<file path="config.mk">
export PLATFORM = sky130hd
export DESIGN_NAME = fmc_top
export DESIGN_NICKNAME = d
export VERILOG_FILES = /design/src/core/fmc_top.v /design/src/core/fmc_sync.v /design/src/core/fmc_div.v
export VERILOG_INCLUDE_DIRS = /design/src /design/src/include
export SDC_FILE = /design/constraint.sdc
export NUM_CORES = 1
export LEC_CHECK = 0
export BUFFER_PORTS_ARGS = -buffer_cell sky130_fd_sc_hd__buf_2
export CAP_MARGIN = 20
export CORE_ASPECT_RATIO = 0.75
export CORE_MARGIN = 2
export CORE_UTILIZATION = 50
export CTS_CLUSTER_SIZE = 16
export DETAILED_ROUTE_END_ITERATION = 12
export PLACE_DENSITY_LB_ADDON = 0.2
export RECOVER_POWER = 50
export SLEW_MARGIN = 20
export SYNTH_ARGS = -nofsm -noshare
export SYNTH_HDL_FRONTEND = slang
export SYNTH_SLANG_ARGS = --single-unit
</file>
<file path="constraint.sdc">
create_clock -name sys_clk -period 3.9 [get_ports sys_clk]
set_input_delay 0.585 -clock sys_clk [delete_from_list [all_inputs] [get_ports sys_clk]]
set_output_delay 0.585 -clock sys_clk [all_outputs]
set_load 0.1 [all_outputs]
</file>
<file path="src/include/fmc_map.vh">
// Constants of the frequency-measuring counter: offsets, fields, resets,
// timing. Assumes a 125 MHz system clock and a byte-addressed register port.
`ifndef FMC_MAP_VH
`define FMC_MAP_VH

// Register byte addresses
`define FMC_ADDR_CTRL      8'h00
`define FMC_ADDR_OUTDATA   8'h04
`define FMC_ADDR_INDATA    8'h08
`define FMC_ADDR_STATUS    8'h0C
`define FMC_ADDR_IRQ_STAT  8'h10
`define FMC_ADDR_IRQ_MASK  8'h14

// Control byte fields
`define FMC_CTRL_RANGE_LO  0
`define FMC_CTRL_RANGE_HI  1
`define FMC_CTRL_OUT_A     2
`define FMC_CTRL_OUT_B     3
`define FMC_CTRL_TREQ      4
`define FMC_CTRL_WMASK     8'h1F

// Status byte fields
`define FMC_STAT_ECHO      4
`define FMC_STAT_INHIBIT   5

// Interrupt status bits
`define FMC_IRQ_UPDATE     0
`define FMC_IRQ_FORCED     1
`define FMC_IRQ_TIMEOUT    2
`define FMC_IRQ_OVERRANGE  3
`define FMC_IRQ_W          4

// Reset values and markers
`define FMC_INVALID        32'hFFFFFFFF
`define FMC_TIMEOUT_MASK   14'h3FFF
`define FMC_TIMEOUT_DEF    14'h2710
`define FMC_CTRL_RST       8'h00

// Timing: clock period and one millisecond, both in ns
`define FMC_CLK_NS         8
`define FMC_MS_NS          1000000
`define FMC_CLK_HZ         40'h0007735940

// Range codes, periods per update and result scale per range
`define FMC_RANGE_1P_MHZ   2'h0
`define FMC_RANGE_4P_CHZ   2'h1
`define FMC_RANGE_16P_DHZ  2'h2
`define FMC_RANGE_16P_HZ   2'h3
`define FMC_EDGES_1P       5'h01
`define FMC_EDGES_4P       5'h04
`define FMC_EDGES_16P      5'h10
`define FMC_SCALE_R0       40'h00000003E8
`define FMC_SCALE_R1       40'h0000000190
`define FMC_SCALE_R2       40'h00000000A0
`define FMC_SCALE_R3       40'h0000000010

// Highest result per range: 8 kHz, 32 kHz, 100 kHz in range units
`define FMC_LIMIT_R0       40'h00007A1200
`define FMC_LIMIT_R1       40'h000030D400
`define FMC_LIMIT_R2       40'h00000F4240
`define FMC_LIMIT_R3       40'h00000186A0

`endif

</file>
<file path="src/core/fmc_top.v">
// Frequency-measuring counter: times rising edges of the count input,
// turns the interval into a frequency word and keeps the process image.
// Assumes count_in and inhibit_in are asynchronous pins and that software
// reaches the image over the plain register port on sys_clk.
`timescale 1ns/1ns
`include "fmc_map.vh"

// Notes on behaviour
// - Time the span of rising count edges and derive the frequency.
// - Measurement runs only while the inhibit input is low; high suspends it.
// - Two switching outputs each follow their own control byte bit.
// - Compute and update on every 1st, 4th or 16th edge per range.
// - First edge only arms timing; data invalid until a period completes.
// - Static high or low count input reports the invalid marker.
// - With no transitions, force an invalid-marker update after timeout.
// - Image: 32-bit data word, control byte out, status byte in.
// - One-period range gives millihertz counts up to 8 kHz.
// - Four-period range gives centihertz counts up to 32 kHz.
// - Sixteen-period ranges give decihertz or hertz counts up to 100 kHz.
// - Range codes: 00 1p mHz, 01 4p cHz, 10 16p dHz, 11 16p Hz.
// - Acknowledge bits echo the range once a result completes for it, even one over range.
// - Timeout loads on request from OUTDATA low bits; masked, 10 s, echoed.
// - Result above the range maximum returns the invalid marker.
module fmc_top #(
  parameter CYC_PER_MS = `FMC_MS_NS / `FMC_CLK_NS
) (
  input  wire        sys_clk,
  input  wire        resetn,
  input  wire        count_in,
  input  wire        inhibit_in,
  input  wire [7:0]  bus_addr,
  input  wire [31:0] bus_wdata,
  input  wire        bus_wr,
  input  wire        bus_rd,
  output reg  [31:0] bus_rdata,
  output reg         irq,
  output reg         switch_output_a,
  output reg         switch_output_b
);

  localparam S_IDLE = 1'b0;
  localparam S_MEAS = 1'b1;
  // Divider end count, cut to the 17-bit counter on purpose
  localparam integer MS_LAST_I = CYC_PER_MS - 1;
  localparam [16:0]  MS_LAST   = MS_LAST_I[16:0];

  // Synchronised pins and edge detect
  wire        count_s;
  wire        inhibit_pin_state;
  reg         count_d_r;
  wire        rise = count_s & ~count_d_r;

  // Process image and configuration
  reg  [7:0]  ctrl_r;
  reg  [31:0] out_data_r;
  reg  [31:0] in_data_r;
  reg  [1:0]  range_ack_r;
  reg  [1:0]  range_act_r;
  reg         timeout_change_echo_r;
  reg  [13:0] timeout_r;

  // Measurement state
  reg         state_r;
  reg  [31:0] per_cnt_r;
  reg  [4:0]  edge_cnt_r;
  reg  [1:0]  gen_r;
  reg  [1:0]  div_gen_r;
  reg  [1:0]  div_range_r;
  reg         div_start_r;
  reg  [39:0] div_num_r;
  reg  [31:0] div_den_r;
  wire        div_done;
  wire [39:0] div_q;

  // Watchdog timing
  reg  [16:0] ms_div_r;
  reg         ms_tick_r;
  reg  [13:0] wd_cnt_r;

  // Interrupts
  reg  [`FMC_IRQ_W-1:0] irq_stat_r;
  reg  [`FMC_IRQ_W-1:0] irq_mask_r;
  reg  [`FMC_IRQ_W-1:0] irq_set;

  // Range-dependent constants
  reg  [4:0]  edges_need;
  reg  [39:0] scale;
  reg  [39:0] limit_q;

  wire [1:0]  range_req   = ctrl_r[`FMC_CTRL_RANGE_HI:`FMC_CTRL_RANGE_LO];
  wire        treq        = ctrl_r[`FMC_CTRL_TREQ];
  wire        range_chg   = ~inhibit_pin_state & (range_req != range_act_r);
  wire        wd_fire     = ms_tick_r & (wd_cnt_r >= timeout_r);
  wire        div_valid   = div_done & (div_gen_r == gen_r);
  wire        overrange   = div_q > limit_q;
  wire        rd_stat     = bus_rd & (bus_addr == `FMC_ADDR_IRQ_STAT);
  wire [7:0]  status_byte = {2'b00, inhibit_pin_state,
                             timeout_change_echo_r, switch_output_b,
                             switch_output_a, range_ack_r};

  fmc_sync #(
    .W (2)
  ) u_sync (
    .sys_clk (sys_clk),
    .resetn  (resetn),
    .din     ({inhibit_in, count_in}),
    .dout    ({inhibit_pin_state, count_s})
  );

  fmc_div u_div (
    .sys_clk  (sys_clk),
    .resetn   (resetn),
    .start    (div_start_r),
    .dividend (div_num_r),
    .divisor  (div_den_r),
    .done     (div_done),
    .quotient (div_q)
  );

  // Periods per update and unit scale of the active range
  always @*
  begin
    case (range_act_r)
      `FMC_RANGE_1P_MHZ:
      begin
        edges_need = `FMC_EDGES_1P;
        scale      = `FMC_SCALE_R0;
      end
      `FMC_RANGE_4P_CHZ:
      begin
        edges_need = `FMC_EDGES_4P;
        scale      = `FMC_SCALE_R1;
      end
      `FMC_RANGE_16P_DHZ:
      begin
        edges_need = `FMC_EDGES_16P;
        scale      = `FMC_SCALE_R2;
      end
      default:
      begin
        edges_need = `FMC_EDGES_16P;
        scale      = `FMC_SCALE_R3;
      end
    endcase
  end

  // Ceiling of the range the result was computed for
  always @*
  begin
    case (div_range_r)
      `FMC_RANGE_1P_MHZ:  limit_q = `FMC_LIMIT_R0;
      `FMC_RANGE_4P_CHZ:  limit_q = `FMC_LIMIT_R1;
      `FMC_RANGE_16P_DHZ: limit_q = `FMC_LIMIT_R2;
      default:            limit_q = `FMC_LIMIT_R3;
    endcase
  end

  // Register writes; reserved control bits are forced to zero
  always @(posedge sys_clk or negedge resetn)
  begin
    if (!resetn)
    begin
      ctrl_r     <= `FMC_CTRL_RST;
      out_data_r <= 32'h00000000;
      irq_mask_r <= {`FMC_IRQ_W{1'b0}};
    end
    else if (bus_wr)
    begin
      case (bus_addr)
        `FMC_ADDR_CTRL:     ctrl_r     <= bus_wdata[7:0] & `FMC_CTRL_WMASK;
        `FMC_ADDR_OUTDATA:  out_data_r <= bus_wdata;
        `FMC_ADDR_IRQ_MASK: irq_mask_r <= bus_wdata[`FMC_IRQ_W-1:0];
        default:            ;
      endcase
    end
  end

  // Read data stand only in the cycle after the strobe; unmapped read zero
  always @(posedge sys_clk or negedge resetn)
  begin
    if (!resetn)
      bus_rdata <= 32'h00000000;
    else if (bus_rd)
    begin
      case (bus_addr)
        `FMC_ADDR_CTRL:     bus_rdata <= {24'h000000, ctrl_r};
        `FMC_ADDR_OUTDATA:  bus_rdata <= out_data_r;
        `FMC_ADDR_INDATA:   bus_rdata <= in_data_r;
        `FMC_ADDR_STATUS:   bus_rdata <= {24'h000000, status_byte};
        `FMC_ADDR_IRQ_STAT: bus_rdata <= {28'h0000000, irq_stat_r};
        `FMC_ADDR_IRQ_MASK: bus_rdata <= {28'h0000000, irq_mask_r};
        default:            bus_rdata <= 32'h00000000;
      endcase
    end
    else
      bus_rdata <= 32'h00000000;
  end

  // Switching outputs follow the control byte one cycle later
  always @(posedge sys_clk or negedge resetn)
  begin
    if (!resetn)
    begin
      switch_output_a <= 1'b0;
      switch_output_b <= 1'b0;
    end
    else
    begin
      switch_output_a <= ctrl_r[`FMC_CTRL_OUT_A];
      switch_output_b <= ctrl_r[`FMC_CTRL_OUT_B];
    end
  end

  // Timeout handshake: echo follows the request level, value loads on rise
  always @(posedge sys_clk or negedge resetn)
  begin
    if (!resetn)
    begin
      timeout_r             <= `FMC_TIMEOUT_DEF;
      timeout_change_echo_r <= 1'b0;
    end
    else if (treq & ~timeout_change_echo_r)
    begin
      timeout_r             <= out_data_r[13:0] & `FMC_TIMEOUT_MASK;
      timeout_change_echo_r <= 1'b1;
    end
    else if (~treq)
      timeout_change_echo_r <= 1'b0;
  end

  // Millisecond enable pulse from a free-running divider
  always @(posedge sys_clk or negedge resetn)
  begin
    if (!resetn)
    begin
      ms_div_r  <= 17'h00000;
      ms_tick_r <= 1'b0;
    end
    else if (ms_div_r == MS_LAST)
    begin
      ms_div_r  <= 17'h00000;
      ms_tick_r <= 1'b1;
    end
    else
    begin
      ms_div_r  <= ms_div_r + 17'h00001;
      ms_tick_r <= 1'b0;
    end
  end

  // Watchdog counts whole ms since the last update; held while inhibited.
  // The first ms is partial, so the forced update may come up to 1 ms late.
  always @(posedge sys_clk or negedge resetn)
  begin
    if (!resetn)
      wd_cnt_r <= 14'h0000;
    else if (div_valid | wd_fire | range_chg)
      wd_cnt_r <= 14'h0000;
    else if (ms_tick_r & ~inhibit_pin_state & (wd_cnt_r != 14'h3FFF))
      wd_cnt_r <= wd_cnt_r + 14'h0001;
  end

  // Edge detector reads only the synchronised copy
  always @(posedge sys_clk or negedge resetn)
  begin
    if (!resetn)
      count_d_r <= 1'b0;
    else
      count_d_r <= count_s;
  end

  // Measurement sequencer: first edge arms, later edges close intervals.
  // Intervals keep running while the divider works, so no edge is missed.
  always @(posedge sys_clk or negedge resetn)
  begin
    if (!resetn)
    begin
      state_r     <= S_IDLE;
      per_cnt_r   <= 32'h00000000;
      edge_cnt_r  <= 5'h00;
      gen_r       <= 2'h0;
      div_gen_r   <= 2'h0;
      div_range_r <= 2'h0;
      div_start_r <= 1'b0;
      div_num_r   <= 40'h0000000000;
      div_den_r   <= 32'h00000001;
      range_act_r <= 2'h0;
    end
    else
    begin
      div_start_r <= 1'b0;
      if (inhibit_pin_state)
      begin
        state_r <= S_IDLE;
        gen_r   <= gen_r + 2'h1;
      end
      else if (range_chg | wd_fire)
      begin
        // Restart timing; a result still in flight is discarded by gen_r
        range_act_r <= range_req;
        state_r     <= S_IDLE;
        gen_r       <= gen_r + 2'h1;
      end
      else
      begin
        case (state_r)
          S_IDLE:
          begin
            if (rise)
            begin
              state_r    <= S_MEAS;
              per_cnt_r  <= 32'h00000000;
              edge_cnt_r <= 5'h00;
            end
          end
          S_MEAS:
          begin
            if (per_cnt_r != 32'hFFFFFFFF)
              per_cnt_r <= per_cnt_r + 32'h00000001;
            if (rise)
            begin
              if (edge_cnt_r + 5'h01 == edges_need)
              begin
                div_start_r <= 1'b1;
                div_num_r   <= `FMC_CLK_HZ * scale;
                div_den_r   <= per_cnt_r + 32'h00000001;
                div_gen_r   <= gen_r;
                div_range_r <= range_act_r;
                per_cnt_r   <= 32'h00000000;
                edge_cnt_r  <= 5'h00;
              end
              else
                edge_cnt_r <= edge_cnt_r + 5'h01;
            end
          end
          default:
            state_r <= S_IDLE;
        endcase
      end
    end
  end

  // Input data word and range acknowledge
  always @(posedge sys_clk or negedge resetn)
  begin
    if (!resetn)
    begin
      in_data_r   <= `FMC_INVALID;
      range_ack_r <= 2'h0;
    end
    else if (inhibit_pin_state)
      in_data_r <= in_data_r;
    else if (range_chg)
      in_data_r <= `FMC_INVALID;
    else if (wd_fire)
      in_data_r <= `FMC_INVALID;
    else if (div_valid)
    begin
      if (overrange)
        in_data_r <= `FMC_INVALID;
      else
        in_data_r <= div_q[31:0];
      range_ack_r <= div_range_r;
    end
  end

  // Events that set sticky interrupt bits
  always @*
  begin
    irq_set = {`FMC_IRQ_W{1'b0}};
    irq_set[`FMC_IRQ_UPDATE]    = div_valid & ~inhibit_pin_state & ~range_chg
                                  & ~wd_fire;
    irq_set[`FMC_IRQ_FORCED]    = wd_fire & ~inhibit_pin_state & ~range_chg;
    irq_set[`FMC_IRQ_TIMEOUT]   = treq & ~timeout_change_echo_r;
    irq_set[`FMC_IRQ_OVERRANGE] = irq_set[`FMC_IRQ_UPDATE] & overrange;
  end

  // Read clears, but an event in the same cycle wins over the clear
  always @(posedge sys_clk or negedge resetn)
  begin
    if (!resetn)
    begin
      irq_stat_r <= {`FMC_IRQ_W{1'b0}};
      irq        <= 1'b0;
    end
    else
    begin
      if (rd_stat)
        irq_stat_r <= irq_set;
      else
        irq_stat_r <= irq_stat_r | irq_set;
      irq <= |(irq_stat_r & irq_mask_r);
    end
  end

endmodule

</file>
<file path="src/core/fmc_sync.v">
// Two-flop synchroniser for pins that arrive from outside sys_clk.
// Assumes the caller reads only dout; the first stage feeds nothing else.
`timescale 1ns/1ns
module fmc_sync #(
  parameter W = 1
) (
  input  wire         sys_clk,
  input  wire         resetn,
  input  wire [W-1:0] din,
  output reg  [W-1:0] dout
);

  reg [W-1:0] meta_r;

  // First stage may go metastable; only the second stage reads it
  always @(posedge sys_clk or negedge resetn)
  begin
    if (!resetn)
    begin
      meta_r <= {W{1'b0}};
      dout   <= {W{1'b0}};
    end
    else
    begin
      meta_r <= din;
      dout   <= meta_r;
    end
  end

endmodule

</file>
<file path="src/core/fmc_div.v">
// Restoring divider, 40-bit dividend by 32-bit divisor, one bit per cycle.
// Assumes start is a one-cycle pulse and the divisor is never zero.
`timescale 1ns/1ns
module fmc_div (
  input  wire        sys_clk,
  input  wire        resetn,
  input  wire        start,
  input  wire [39:0] dividend,
  input  wire [31:0] divisor,
  output reg         done,
  output reg  [39:0] quotient
);

  reg  [31:0] rem_r;
  reg  [31:0] dsr_r;
  reg  [5:0]  cnt_r;
  reg         busy_r;
  wire [32:0] shifted = {rem_r, quotient[39]};
  wire [32:0] diff    = shifted - {1'b0, dsr_r};

  // Forty steps; a new start restarts the division from scratch
  always @(posedge sys_clk or negedge resetn)
  begin
    if (!resetn)
    begin
      rem_r    <= 32'h00000000;
      dsr_r    <= 32'h00000000;
      quotient <= 40'h0000000000;
      cnt_r    <= 6'h00;
      busy_r   <= 1'b0;
      done     <= 1'b0;
    end
    else
    begin
      done <= 1'b0;
      if (start)
      begin
        rem_r    <= 32'h00000000;
        dsr_r    <= divisor;
        quotient <= dividend;
        cnt_r    <= 6'h28;
        busy_r   <= 1'b1;
      end
      else if (busy_r)
      begin
        if (!diff[32])
        begin
          rem_r    <= diff[31:0];
          quotient <= {quotient[38:0], 1'b1};
        end
        else
        begin
          rem_r    <= shifted[31:0];
          quotient <= {quotient[38:0], 1'b0};
        end
        cnt_r <= cnt_r - 6'h01;
        if (cnt_r == 6'h01)
        begin
          busy_r <= 1'b0;
          done   <= 1'b1;
        end
      end
    end
  end

endmodule

</file>
Word-level counts from Yosys, hierarchy flattened
Cells that the tools add are included.
- flip-flop bits (word level): 391
- output and inout port bits: 35
- word-level logic and storage cells: 156
- $add $sub $neg: 7
- multipliers: 1
- magnitude comparators: 2
- equality and inequality tests: 19
- mux-type cells: 50
- bitwise operators: 26
- reductions and logical operators: 17
- operators with widths (kind ; number):
    $mux 32 ; 12
    $pmux 32 s6 ; 1
    $mux 40 ; 2
    $pmux 23 s3 ; 1
    $pmux 32 s2 ; 1
    $gt 40x23->1 ; 1
    $sub 33x32->33 ; 1
    $add 32x1->32 const B ; 1
    $ne 32x32->1 const B ; 1
    $mul 21x10->31 const A ; 1
    $pmux 10 s3 ; 1
    $mux 14 ; 2
    $pmux 5 s2 ; 2
    $mux 1 ; 19
    $add 17x1->17 const B ; 1
    $eq 17x17->1 const B ; 1
    $mux 17 ; 1
    $eq 8x4->1 const B ; 2
    $eq 8x5->1 const B ; 2
    $mux 5 ; 3
    $add 14x1->14 const B ; 1
    $and 1x1->1 ; 14
    $ge 14x14->1 ; 1
    $ne 14x14->1 const B ; 1
    other kinds (28) ; 49

Depth between registers and ports, before layout
Gate-level depths: netlist of the first run.
- depth in word-level cells: 8
- depth in mapped cells: 14
- mapped depth without buffers: 12

Modules after synthesis
A second synthesis of the first run with hierarchy kept.
- cells, all modules: 1909
- area, all modules: 20025.5 µm²
- by module, submodules not included (module ; instances ; cells an instance ; area each (µm²)):
    fmc_top ; 1 ; 1135 ; 13087.6
    fmc_div ; 1 ; 770 ; 6837.8
    fmc_sync ; 1 ; 4 ; 100.1

Least setup slack after synthesis of the first run
OpenSTA, ideal clock, no wires.
- path kind: register -> register
- start: reg u_div.quotient[39]
- end: reg u_div.rem_r[18]
- library setup time: 0.099 ns
- arrival time: 2.961 ns
- required time: 3.801 ns
- setup slack: 0.839 ns
- stages on the path, launching flop included: 14
- path through: dfrtp_1 -> inv_1 -> ha_1 -> fa_1 -> nand2b_1 -> a2111oi_2 -> a211oi_2 -> o31a_1 -> a21oi_2 -> xnor2_1 -> buf_2 -> buf_2 -> nand2_1 -> a311oi_1
- cells in the longest elaborated chain, start to end: 4
- RTL lines (what ; RTL line ; source):
    start, declared ; fmc_div.v:11 ; output reg [39:0] quotient
    start signal, assigned ; fmc_div.v:40 ; quotient <= dividend;
    start signal, assigned ; fmc_div.v:49 ; quotient <= {quotient[38:0], 1'b1};
    start signal, assigned ; fmc_div.v:54 ; quotient <= {quotient[38:0], 1'b0};
    $sub 33x32->33 ; fmc_div.v:19 ; wire [32:0] diff = shifted - {1'b0, dsr_r};
    $mux 32 ; fmc_div.v:46 ; if (!diff[32])
    $mux 32 ; fmc_div.v:44 ; else if (busy_r)
    $mux 32 ; fmc_div.v:36 ; if (start)
    end signal, assigned ; fmc_div.v:48 ; rem_r <= diff[31:0];
    end signal, assigned ; fmc_div.v:53 ; rem_r <= shifted[31:0];
    end, declared ; fmc_div.v:14 ; reg [31:0] rem_r;
Every way passes these cells. The select of a mux whose other input is x is not followed.
A chain may end at the register's enable or synchronous reset.

Worst setup path after layout of the first run
- start: reg u_div.quotient[39]
- end: reg u_div.rem_r[2]
Same word-level chain as after synthesis.

==> results of run 1 <==
through the flow:
stage,utilization [%],std cells,area (sq um),power (mW)
after floorplan,-,1942,19200,9.38
after global placement,52.8,2452,20100,10.6
after detailed placement,52.8,2452,20100,10.7
after CTS,56.2,2521,21400,14.5
after global routing,56.1,2521,21400,15.5
final,56.1,2521,21400,14.5
layout make-up:
| class | instances | share of cell area [%] |
|---|---|---|
| timing repair buffer | 110 | 3.16 |
| tap | 512 | 3.00 |
| clock buffer | 61 | 5.76 |
| multi-input combinational | 1368 | 41.9 |
| inverter | 86 | 1.51 |
| sequential | 376 | 44.3 |
| clock inverter | 8 | 0.357 |
power by group through the flow:
stage / registers (mW) / logic, mW / clock network (mW)
after global routing: 5.69 / 5.77 / 4.04
final: 5.58 / 5.14 / 3.78
after detailed placement: 5.62 / 5.07 / 0
after CTS: 5.57 / 5.11 / 3.86
after global placement: 5.61 / 4.97 / 0
after floorplan: 5.26 / 4.12 / 0
metal layers:
| metal | routed length (um) | track usage, % | vias up |
|---|---|---|---|
| met5 | 0 | 0 | - |
| met4 | 738 | 5.13 | 0 |
| met3 | 2290 | 3.44 | 63 |
| met2 | 18200 | 31.0 | 369 |
| met1 | 23100 | 36.7 | 7038 |
| li1 | - | - | 6960 |
cells in the mapped netlist, types with 11 or more instances:
cell type  instances  area, sq um
and3_1            27          169
nor3_1            18         90.1
clkbuf_1          76          285
nor4_1            11         68.8
nand2_1          202          758
a21oi_1          100          500
o21a_1            21          158
nand3_1           47          235
buf_2             19         95.1
a21o_1            23          173
nand4_1           16          100
dfstp_2           38          998
a311oi_1          21          184
or3_1             13         81.3
o21ai_0          145          726
mux2_2            47          529
ha_1              84         1050
o31ai_1           21          158
a22oi_1           33          248
nand2b_1          22          138
xnor2_1           51          447
dfrtp_1          338         8460
nor2b_1           11         68.8
nor2_1           184          691
mux2i_1           46          460
inv_1             86          323
buf_1             11         41.3
o21ai_1           18         90.1
xor2_1            40          350
a31oi_1           17          106
o22a_1            25          219
flip-flops by register name, summed over array words and instances (netlist names), 17 cells and up:
signal,count
ms_div_r,17
u_div.rem_r,32
u_div.quotient,40
div_den_r,32
in_data_r,32
per_cnt_r,32
div_num_r,19
u_div.dsr_r,32
out_data_r,32
bus_rdata,32
cell families (layout without fill, tap and decap cells):
family | Yosys count | after routing | share of synthesized area (%)
AOI/OAI and AO/OA | 507 | 507 | 17.3
xor gates and xnor gates | 92 | 92 | 4.24
adders and majority gates | 85 | 85 | 5.58
buffers and inverters | 198 | 265 | 4.15
DFF | 376 | 376 | 49.3
muxes | 93 | 93 | 5.16
and+or+nand+nor | 591 | 591 | 14.2
worst min path at each step:
stage	from	end	slack (ns)	depth (start not counted)
floorplan	resetn	bus_rdata[0]	0.29	0
global placement	u_sync.meta_r[1]	u_sync.dout[1]	0.34	0
detailed placement	u_sync.meta_r[1]	u_sync.dout[1]	0.34	0
CTS	count_in	u_sync.meta_r[0]	0.14	1
global route	count_in	u_sync.meta_r[0]	0.15	1
finish	count_in	u_sync.meta_r[0]	0.16	1
placed cells by master, fill, tap and decap left out, drive strengths merged, types with 7 or more instances in the layout:
cell type | Yosys | layout
a311oi | 21 | 21
a21o | 23 | 23
or3 | 14 | 14
nand3 | 47 | 47
a41oi | 8 | 8
and2 | 8 | 8
buf | 36 | 104
mux2 | 47 | 47
a21oi | 101 | 101
xor2 | 41 | 41
nor3 | 18 | 18
dfrtp | 338 | 338
a22oi | 33 | 33
a211oi | 9 | 9
o22a | 25 | 25
xnor2 | 51 | 51
nor3b | 8 | 8
o21ai | 163 | 163
ha | 84 | 84
nand2b | 22 | 22
nand2 | 203 | 203
nor2 | 185 | 185
nand4 | 16 | 16
dfstp | 38 | 38
clkbuf | 76 | 67
o21a | 21 | 21
nor4 | 11 | 11
nor2b | 11 | 11
and3 | 27 | 27
o211ai | 7 | 7
a31oi | 17 | 17
mux2i | 46 | 46
o31ai | 24 | 24
inv | 86 | 87
worst register-to-register path: cells and delay by family (launching register included):
kind            cells  cell delay [ns]
compound gates      5             1.33
xor+xnor            1             0.33
fa+ha+maj           2             0.60
buf+inv             2             0.37
flops               1             0.39
simple gates        2             0.31
==> flow_summary_export.csv, run 1 <==
group,metric,value,unit
run_status,status,"finished with violations",
run_status,violations,"capacitance limit, slew limit",
placement,post-place-ws,0.478,ns
clocking,hold_buffers,0,
clocking,cts.htree.levels,2,
die,core_area,38100,sq um
worst_setup_path,cp_slowest_cell,"dfrtp_1",
logic_synthesis,syn_area,19200,sq um
power,clkPwrFrac,26.1,%
timing,fmax,0.291,GHz
clocking,cts_tree,"done",
grt,grt_pass1_wl,73700,um
power,switching_share,36.5,%
worst_setup_path,rr_endpoint,"u_div.rem_r[2]",
worst_setup_path,r2r.worst_path.cells,12,
logic_synthesis,synth_edf_count,0,
clocking,post-cts-setup-buffers,0,
timing,finalWorstSetupSlack,0.468,ns
grt,grt_pass1_vias,13900,
worst_setup_path,end_kind,"register",
power,seq_power_share,38.5,%
cells_and_area,seq_area,9460,sq um
detailed_routing,drtPass1Iterations,6,
timing,rsz0062_at_grt,"no",
timing,drv_slew,100,
detailed_routing,antenna_left,0,
worst_setup_path,cp-startpoint,"u_div.quotient[39]",
worst_setup_path,cp_cell_sequence,"inv_1 -> ha_1 -> fa_1 -> nand2b_1 -> a2111oi_2 -> a211oi_2 -> o31a_1 -> a21oi_2 -> xnor2_2 -> buf_4 -> nand2_1 -> a311oi_1",
logic_synthesis,synth.avg_cell_area,9.88,sq um
detailed_routing,drc,0,
timing,finClkSkew,0.0113,ns
logic_synthesis,synth_seq_area_share,49.3,%
clocking,clock_sinks,376,
worst_setup_path,path_buf_inv,2,
worst_setup_path,cp_num_cells,12,
power,leakagePower,9.55,nW
detailed_routing,wl_per_cell,17.6,um
logic_synthesis,ys_seq_elements,376,
grt,grt_max_degree,103,
logic_synthesis,synthCells,1942,
clocking,root_buffer,"clkbuf_16",
logic_synthesis,synth_ff_type,"dfrtp_1",
clocking,post_cts_resized,0,
power,peakVddDrop,0.371,mV
worst_setup_path,crit_path_max_incr_delay,0.39,ns
placement,dp_hpwl,29900,um
clocking,clk_pin_slew,0.06,ns
detailed_routing,post_drt_via_cell_ratio,5.72,
detailed_routing,drtIter0Drc,1376,
min_path,hold_path_class,"in -> reg",
job,maxCapViolCount,1,
timing,hold_viol,0,
cells_and_area,fillCellCount,3276,
grt,grt_overflow,0,
placement,io_buffer_count,80,
die,io-pin-count,81,
detailed_routing,routed_wl,44300,um
worst_setup_path,critPathKind,"reg -> reg",
power,powerDensity,679,nW/um^2
logic_synthesis,yosys_warnings,0,
power,p_comb_share,35.4,%
clocking,cts_buffer_depth,3,
cells_and_area,syn_to_final_growth,11.4,%
grt,track_usage,22.5,%
power,internal_power,9.21,mW
timing,min_period,3.43,ns
timing,post-route-period-util,88.0,%
worst_setup_path,start_kind,"register",
worst_setup_path,cp.arrival,3.86,ns
grt,antenna_found_initial,0,
detailed_routing,vias,14400,
timing,tightest_slew,2.82,ns
timing,max-slew-margin-rel,-87.8,%
cells_and_area,drive_gt1_share,14.1,%
die,die_w,230,um
power,switchingPower,5.29,mW
worst_setup_path,path_max_fanout,12,
logic_synthesis,async_flop_share,100,%
cells_and_area,layout.nets,2112,
worst_setup_path,endpoint,"u_div.rem_r[2]",
logic_synthesis,syn-num-nets,2073,
timing,holdWs,0.162,ns
worst_setup_path,cp_data_required_time,4.33,ns
die,num_rows,62,
placement,globalplace.congestion,0.907,
cells_and_area,antenna_cells,0,
timing,fin_tns_setup,0,ns
die,start_util,50.4,%
worst_setup_path,critPathTopFamily,"compound AO/OA/AOI/OAI gates",
cells_and_area,multi_input_area,8960,sq um
worst_setup_path,reg2reg_slack,0.47,ns
clocking,clkLatencyLatePin,0.53,ns
clocking,numCtsBuffers,39,
die,die_h,174,um
worst_setup_path,r2r_start,"u_div.quotient[39]",
die,dieArea,40000,sq um
logic_synthesis,netlist-cell-type-count,87,
timing,finalSetupViolations,0,
(Power assumes the default switching activity.)
==> run 2: changes to the inputs <==
--- a/config.mk
+++ b/config.mk
@@ -8,9 +8,9 @@
 export LEC_CHECK = 0
 export BUFFER_PORTS_ARGS = -buffer_cell sky130_fd_sc_hd__buf_2
 export CAP_MARGIN = 20
-export CORE_ASPECT_RATIO = 0.75
 export CORE_MARGIN = 2
 export CORE_UTILIZATION = 50
+export CTS_BUF_LIST = sky130_fd_sc_hd__clkbuf_4
 export CTS_CLUSTER_SIZE = 16
 export DETAILED_ROUTE_END_ITERATION = 12
 export PLACE_DENSITY_LB_ADDON = 0.2
==> run 2 against run 1 <==
Fmax decreased by 1.5%. Die area is essentially flat. Clock skew is 0.050 ns higher. The flow still finishes with violations (capacitance limit, slew limit). Register-to-register slack lost 0.05 ns. Critical path depth stayed put. Highest routed layer is now met5. Cell count up 6.1%.
==> flow_summary_export.csv, run 2 (synthesis results as in run 1) <==
group,metric,value,unit
power,powerDensity,656,nW/um^2
grt,track_usage,22.5,%
min_path,holdPathEnd,"bus_rdata[5]",
die,die_h,200,um
power,leakagePower,9.86,nW
timing,finClkSkew,0.0616,ns
cells_and_area,layout.nets,2210,
die,die_w,200,um
worst_setup_path,start_kind,"register",
grt,antenna_found_initial,2,
detailed_routing,routed_wl,44000,um
detailed_routing,post_drt_via_cell_ratio,5.56,
detailed_routing,vias,14900,
detailed_routing,drtPass1Iterations,7,
worst_setup_path,r2r.worst_path.cells,12,
grt,grt_pass1_vias,14400,
die,dieArea,40000,sq um
cells_and_area,instances_no_fill,2674,
worst_setup_path,r2r_start,"u_div.quotient[39]",
worst_setup_path,rr_endpoint,"u_div.rem_r[9]",
timing,max-slew-margin-rel,-40.3,%
worst_setup_path,cp.arrival,4.14,ns
worst_setup_path,path_max_fanout,16,
detailed_routing,drtIter0Drc,1057,
min_path,min_path_cells,3,
placement,io_buffer_count,80,
timing,min_period,3.49,ns
clocking,clock_sinks,376,
detailed_routing,wl_per_cell,16.4,um
worst_setup_path,end_kind,"register",
timing,fin_tns_setup,0,ns
worst_setup_path,reg2reg_slack,0.41,ns
run_status,violations,"capacitance limit, slew limit",
clocking,cts.htree.levels,3,
timing,finalSetupViolations,0,
timing,finalWorstSetupSlack,0.414,ns
die,num_rows,71,
cells_and_area,most-common-layout-cells,"dfrtp_1, nand2_1, nor2_1",
cells_and_area,largest_reg_flops,40,
clocking,post-cts-setup-buffers,0,
placement,place_inst,2452,
cells_and_area,drive_gt1_share,17.6,%
cells_and_area,syn_to_final_growth,13.2,%
clocking,clk_pin_slew,0.06,ns
timing,hold_viol,0,
cells_and_area,final_common_cell,"dfrtp_1",
clocking,cts_tree,"done",
clocking,cts_buffer_depth,3,
die,start_util,50.8,%
timing,drv_slew,157,
clocking,numCtsBuffers,101,
grt,grt_pass1_wl,72500,um
detailed_routing,drc,0,
timing,tightest_slew,2.10,ns
clocking,clkLatencyLatePin,0.80,ns
timing,holdWs,0.198,ns
min_path,hold_path_class,"in -> reg",
timing,post-route-period-util,89.4,%
placement,dp_hpwl,29500,um
worst_setup_path,critPathKind,"reg -> reg",
grt,grt_max_degree,112,
worst_setup_path,cp_data_required_time,4.56,ns
timing,fmax,0.287,GHz
timing,rsz0062_at_grt,"no",
die,io-pin-count,81,
placement,globalplace.congestion,0.879,
placement,post-place-ws,0.437,ns
min_path,hold_start,"bus_addr[3]",
power,peakVddDrop,0.436,mV
job,maxCapViolCount,4,
cells_and_area,top_register,"u_div.quotient",
grt,grt_overflow,0,
detailed_routing,antenna_left,0,
run_status,status,"finished with violations",
worst_setup_path,cp-startpoint,"u_div.quotient[39]",
die,core_area,37800,sq um
cells_and_area,final_util,57.5,%
clocking,root_buffer,"clkbuf_4",
==> run 2: worst max path at each step <==
stage / end / depth (start not counted)
CTS: u_div.rem_r[4] / 12
global placement: u_div.rem_r[4] / 12
finish: u_div.rem_r[9] / 12
detailed placement: u_div.rem_r[9] / 12
floorplan: u_div.rem_r[18] / 13
global route: u_div.rem_r[9] / 12
==> run 2: worst max-delay path: stages (launching register included) <==
cell	delay, ns
dfrtp_1	0.39
inv_1	0.06
ha_1	0.22
fa_1	0.38
nand2b_1	0.22
a2111oi_2	0.34
a211oi_2	0.10
o31a_1	0.33
a21oi_2	0.26
xnor2_2	0.37
buf_4	0.34
nand2_1	0.07
a311oi_1	0.28
==> run 2: metal layers <==
layer / share of wire [%] / wire (um) / vias up / GRT usage, %
met1: 48 / 21100 / 7236 / 32.5
met5: 0.030 / 13 / - / 0
met3: 5.2 / 2290 / 68 / 3.97
met4: 1.9 / 830 / 2 / 8.04
met2: 45 / 19700 / 326 / 34.3
li1: - / - / 7235 / -
==> run 2: timing repair <==
item | in CTS | in global routing
hold buffers | 35 | 0
hold endpoints to repair | 141 | 0
resized for setup | 0 | 0
==> run 2: layout make-up <==
cell class                      instances  area [sq um]
Inverter                               86           323
Multi-Input combinational cell       1368          8950
Timing Repair Buffer                  146          1000
Antenna cell                            2          5.00
Tap cell                              511           639
Fill cell                            3323         16000
Clock inverter                         25           138
Clock buffer                          160          1200
Sequential cell                       376          9460
==> run 2: report_power, final <==
| group | internal (mW) | leakage, nW | switching, mW |
|---|---|---|---|
| sequential | 4.79 | 4.84 | 0.791 |
| clock | 1.92 | 0.801 | 1.65 |
| combinational | 2.19 | 4.21 | 2.91 |
| total | 8.90 | 9.86 | 5.35 |
==> run 2: stage by stage <==
stage          area [sq um]  power, mW
6_report              21700       14.3
5_1_grt               21700       15.3
4_1_cts               21800       14.4
2_1_floorplan         19200       9.38
3_3_place_gp          20100       10.5
3_5_place_dp          20100       10.7
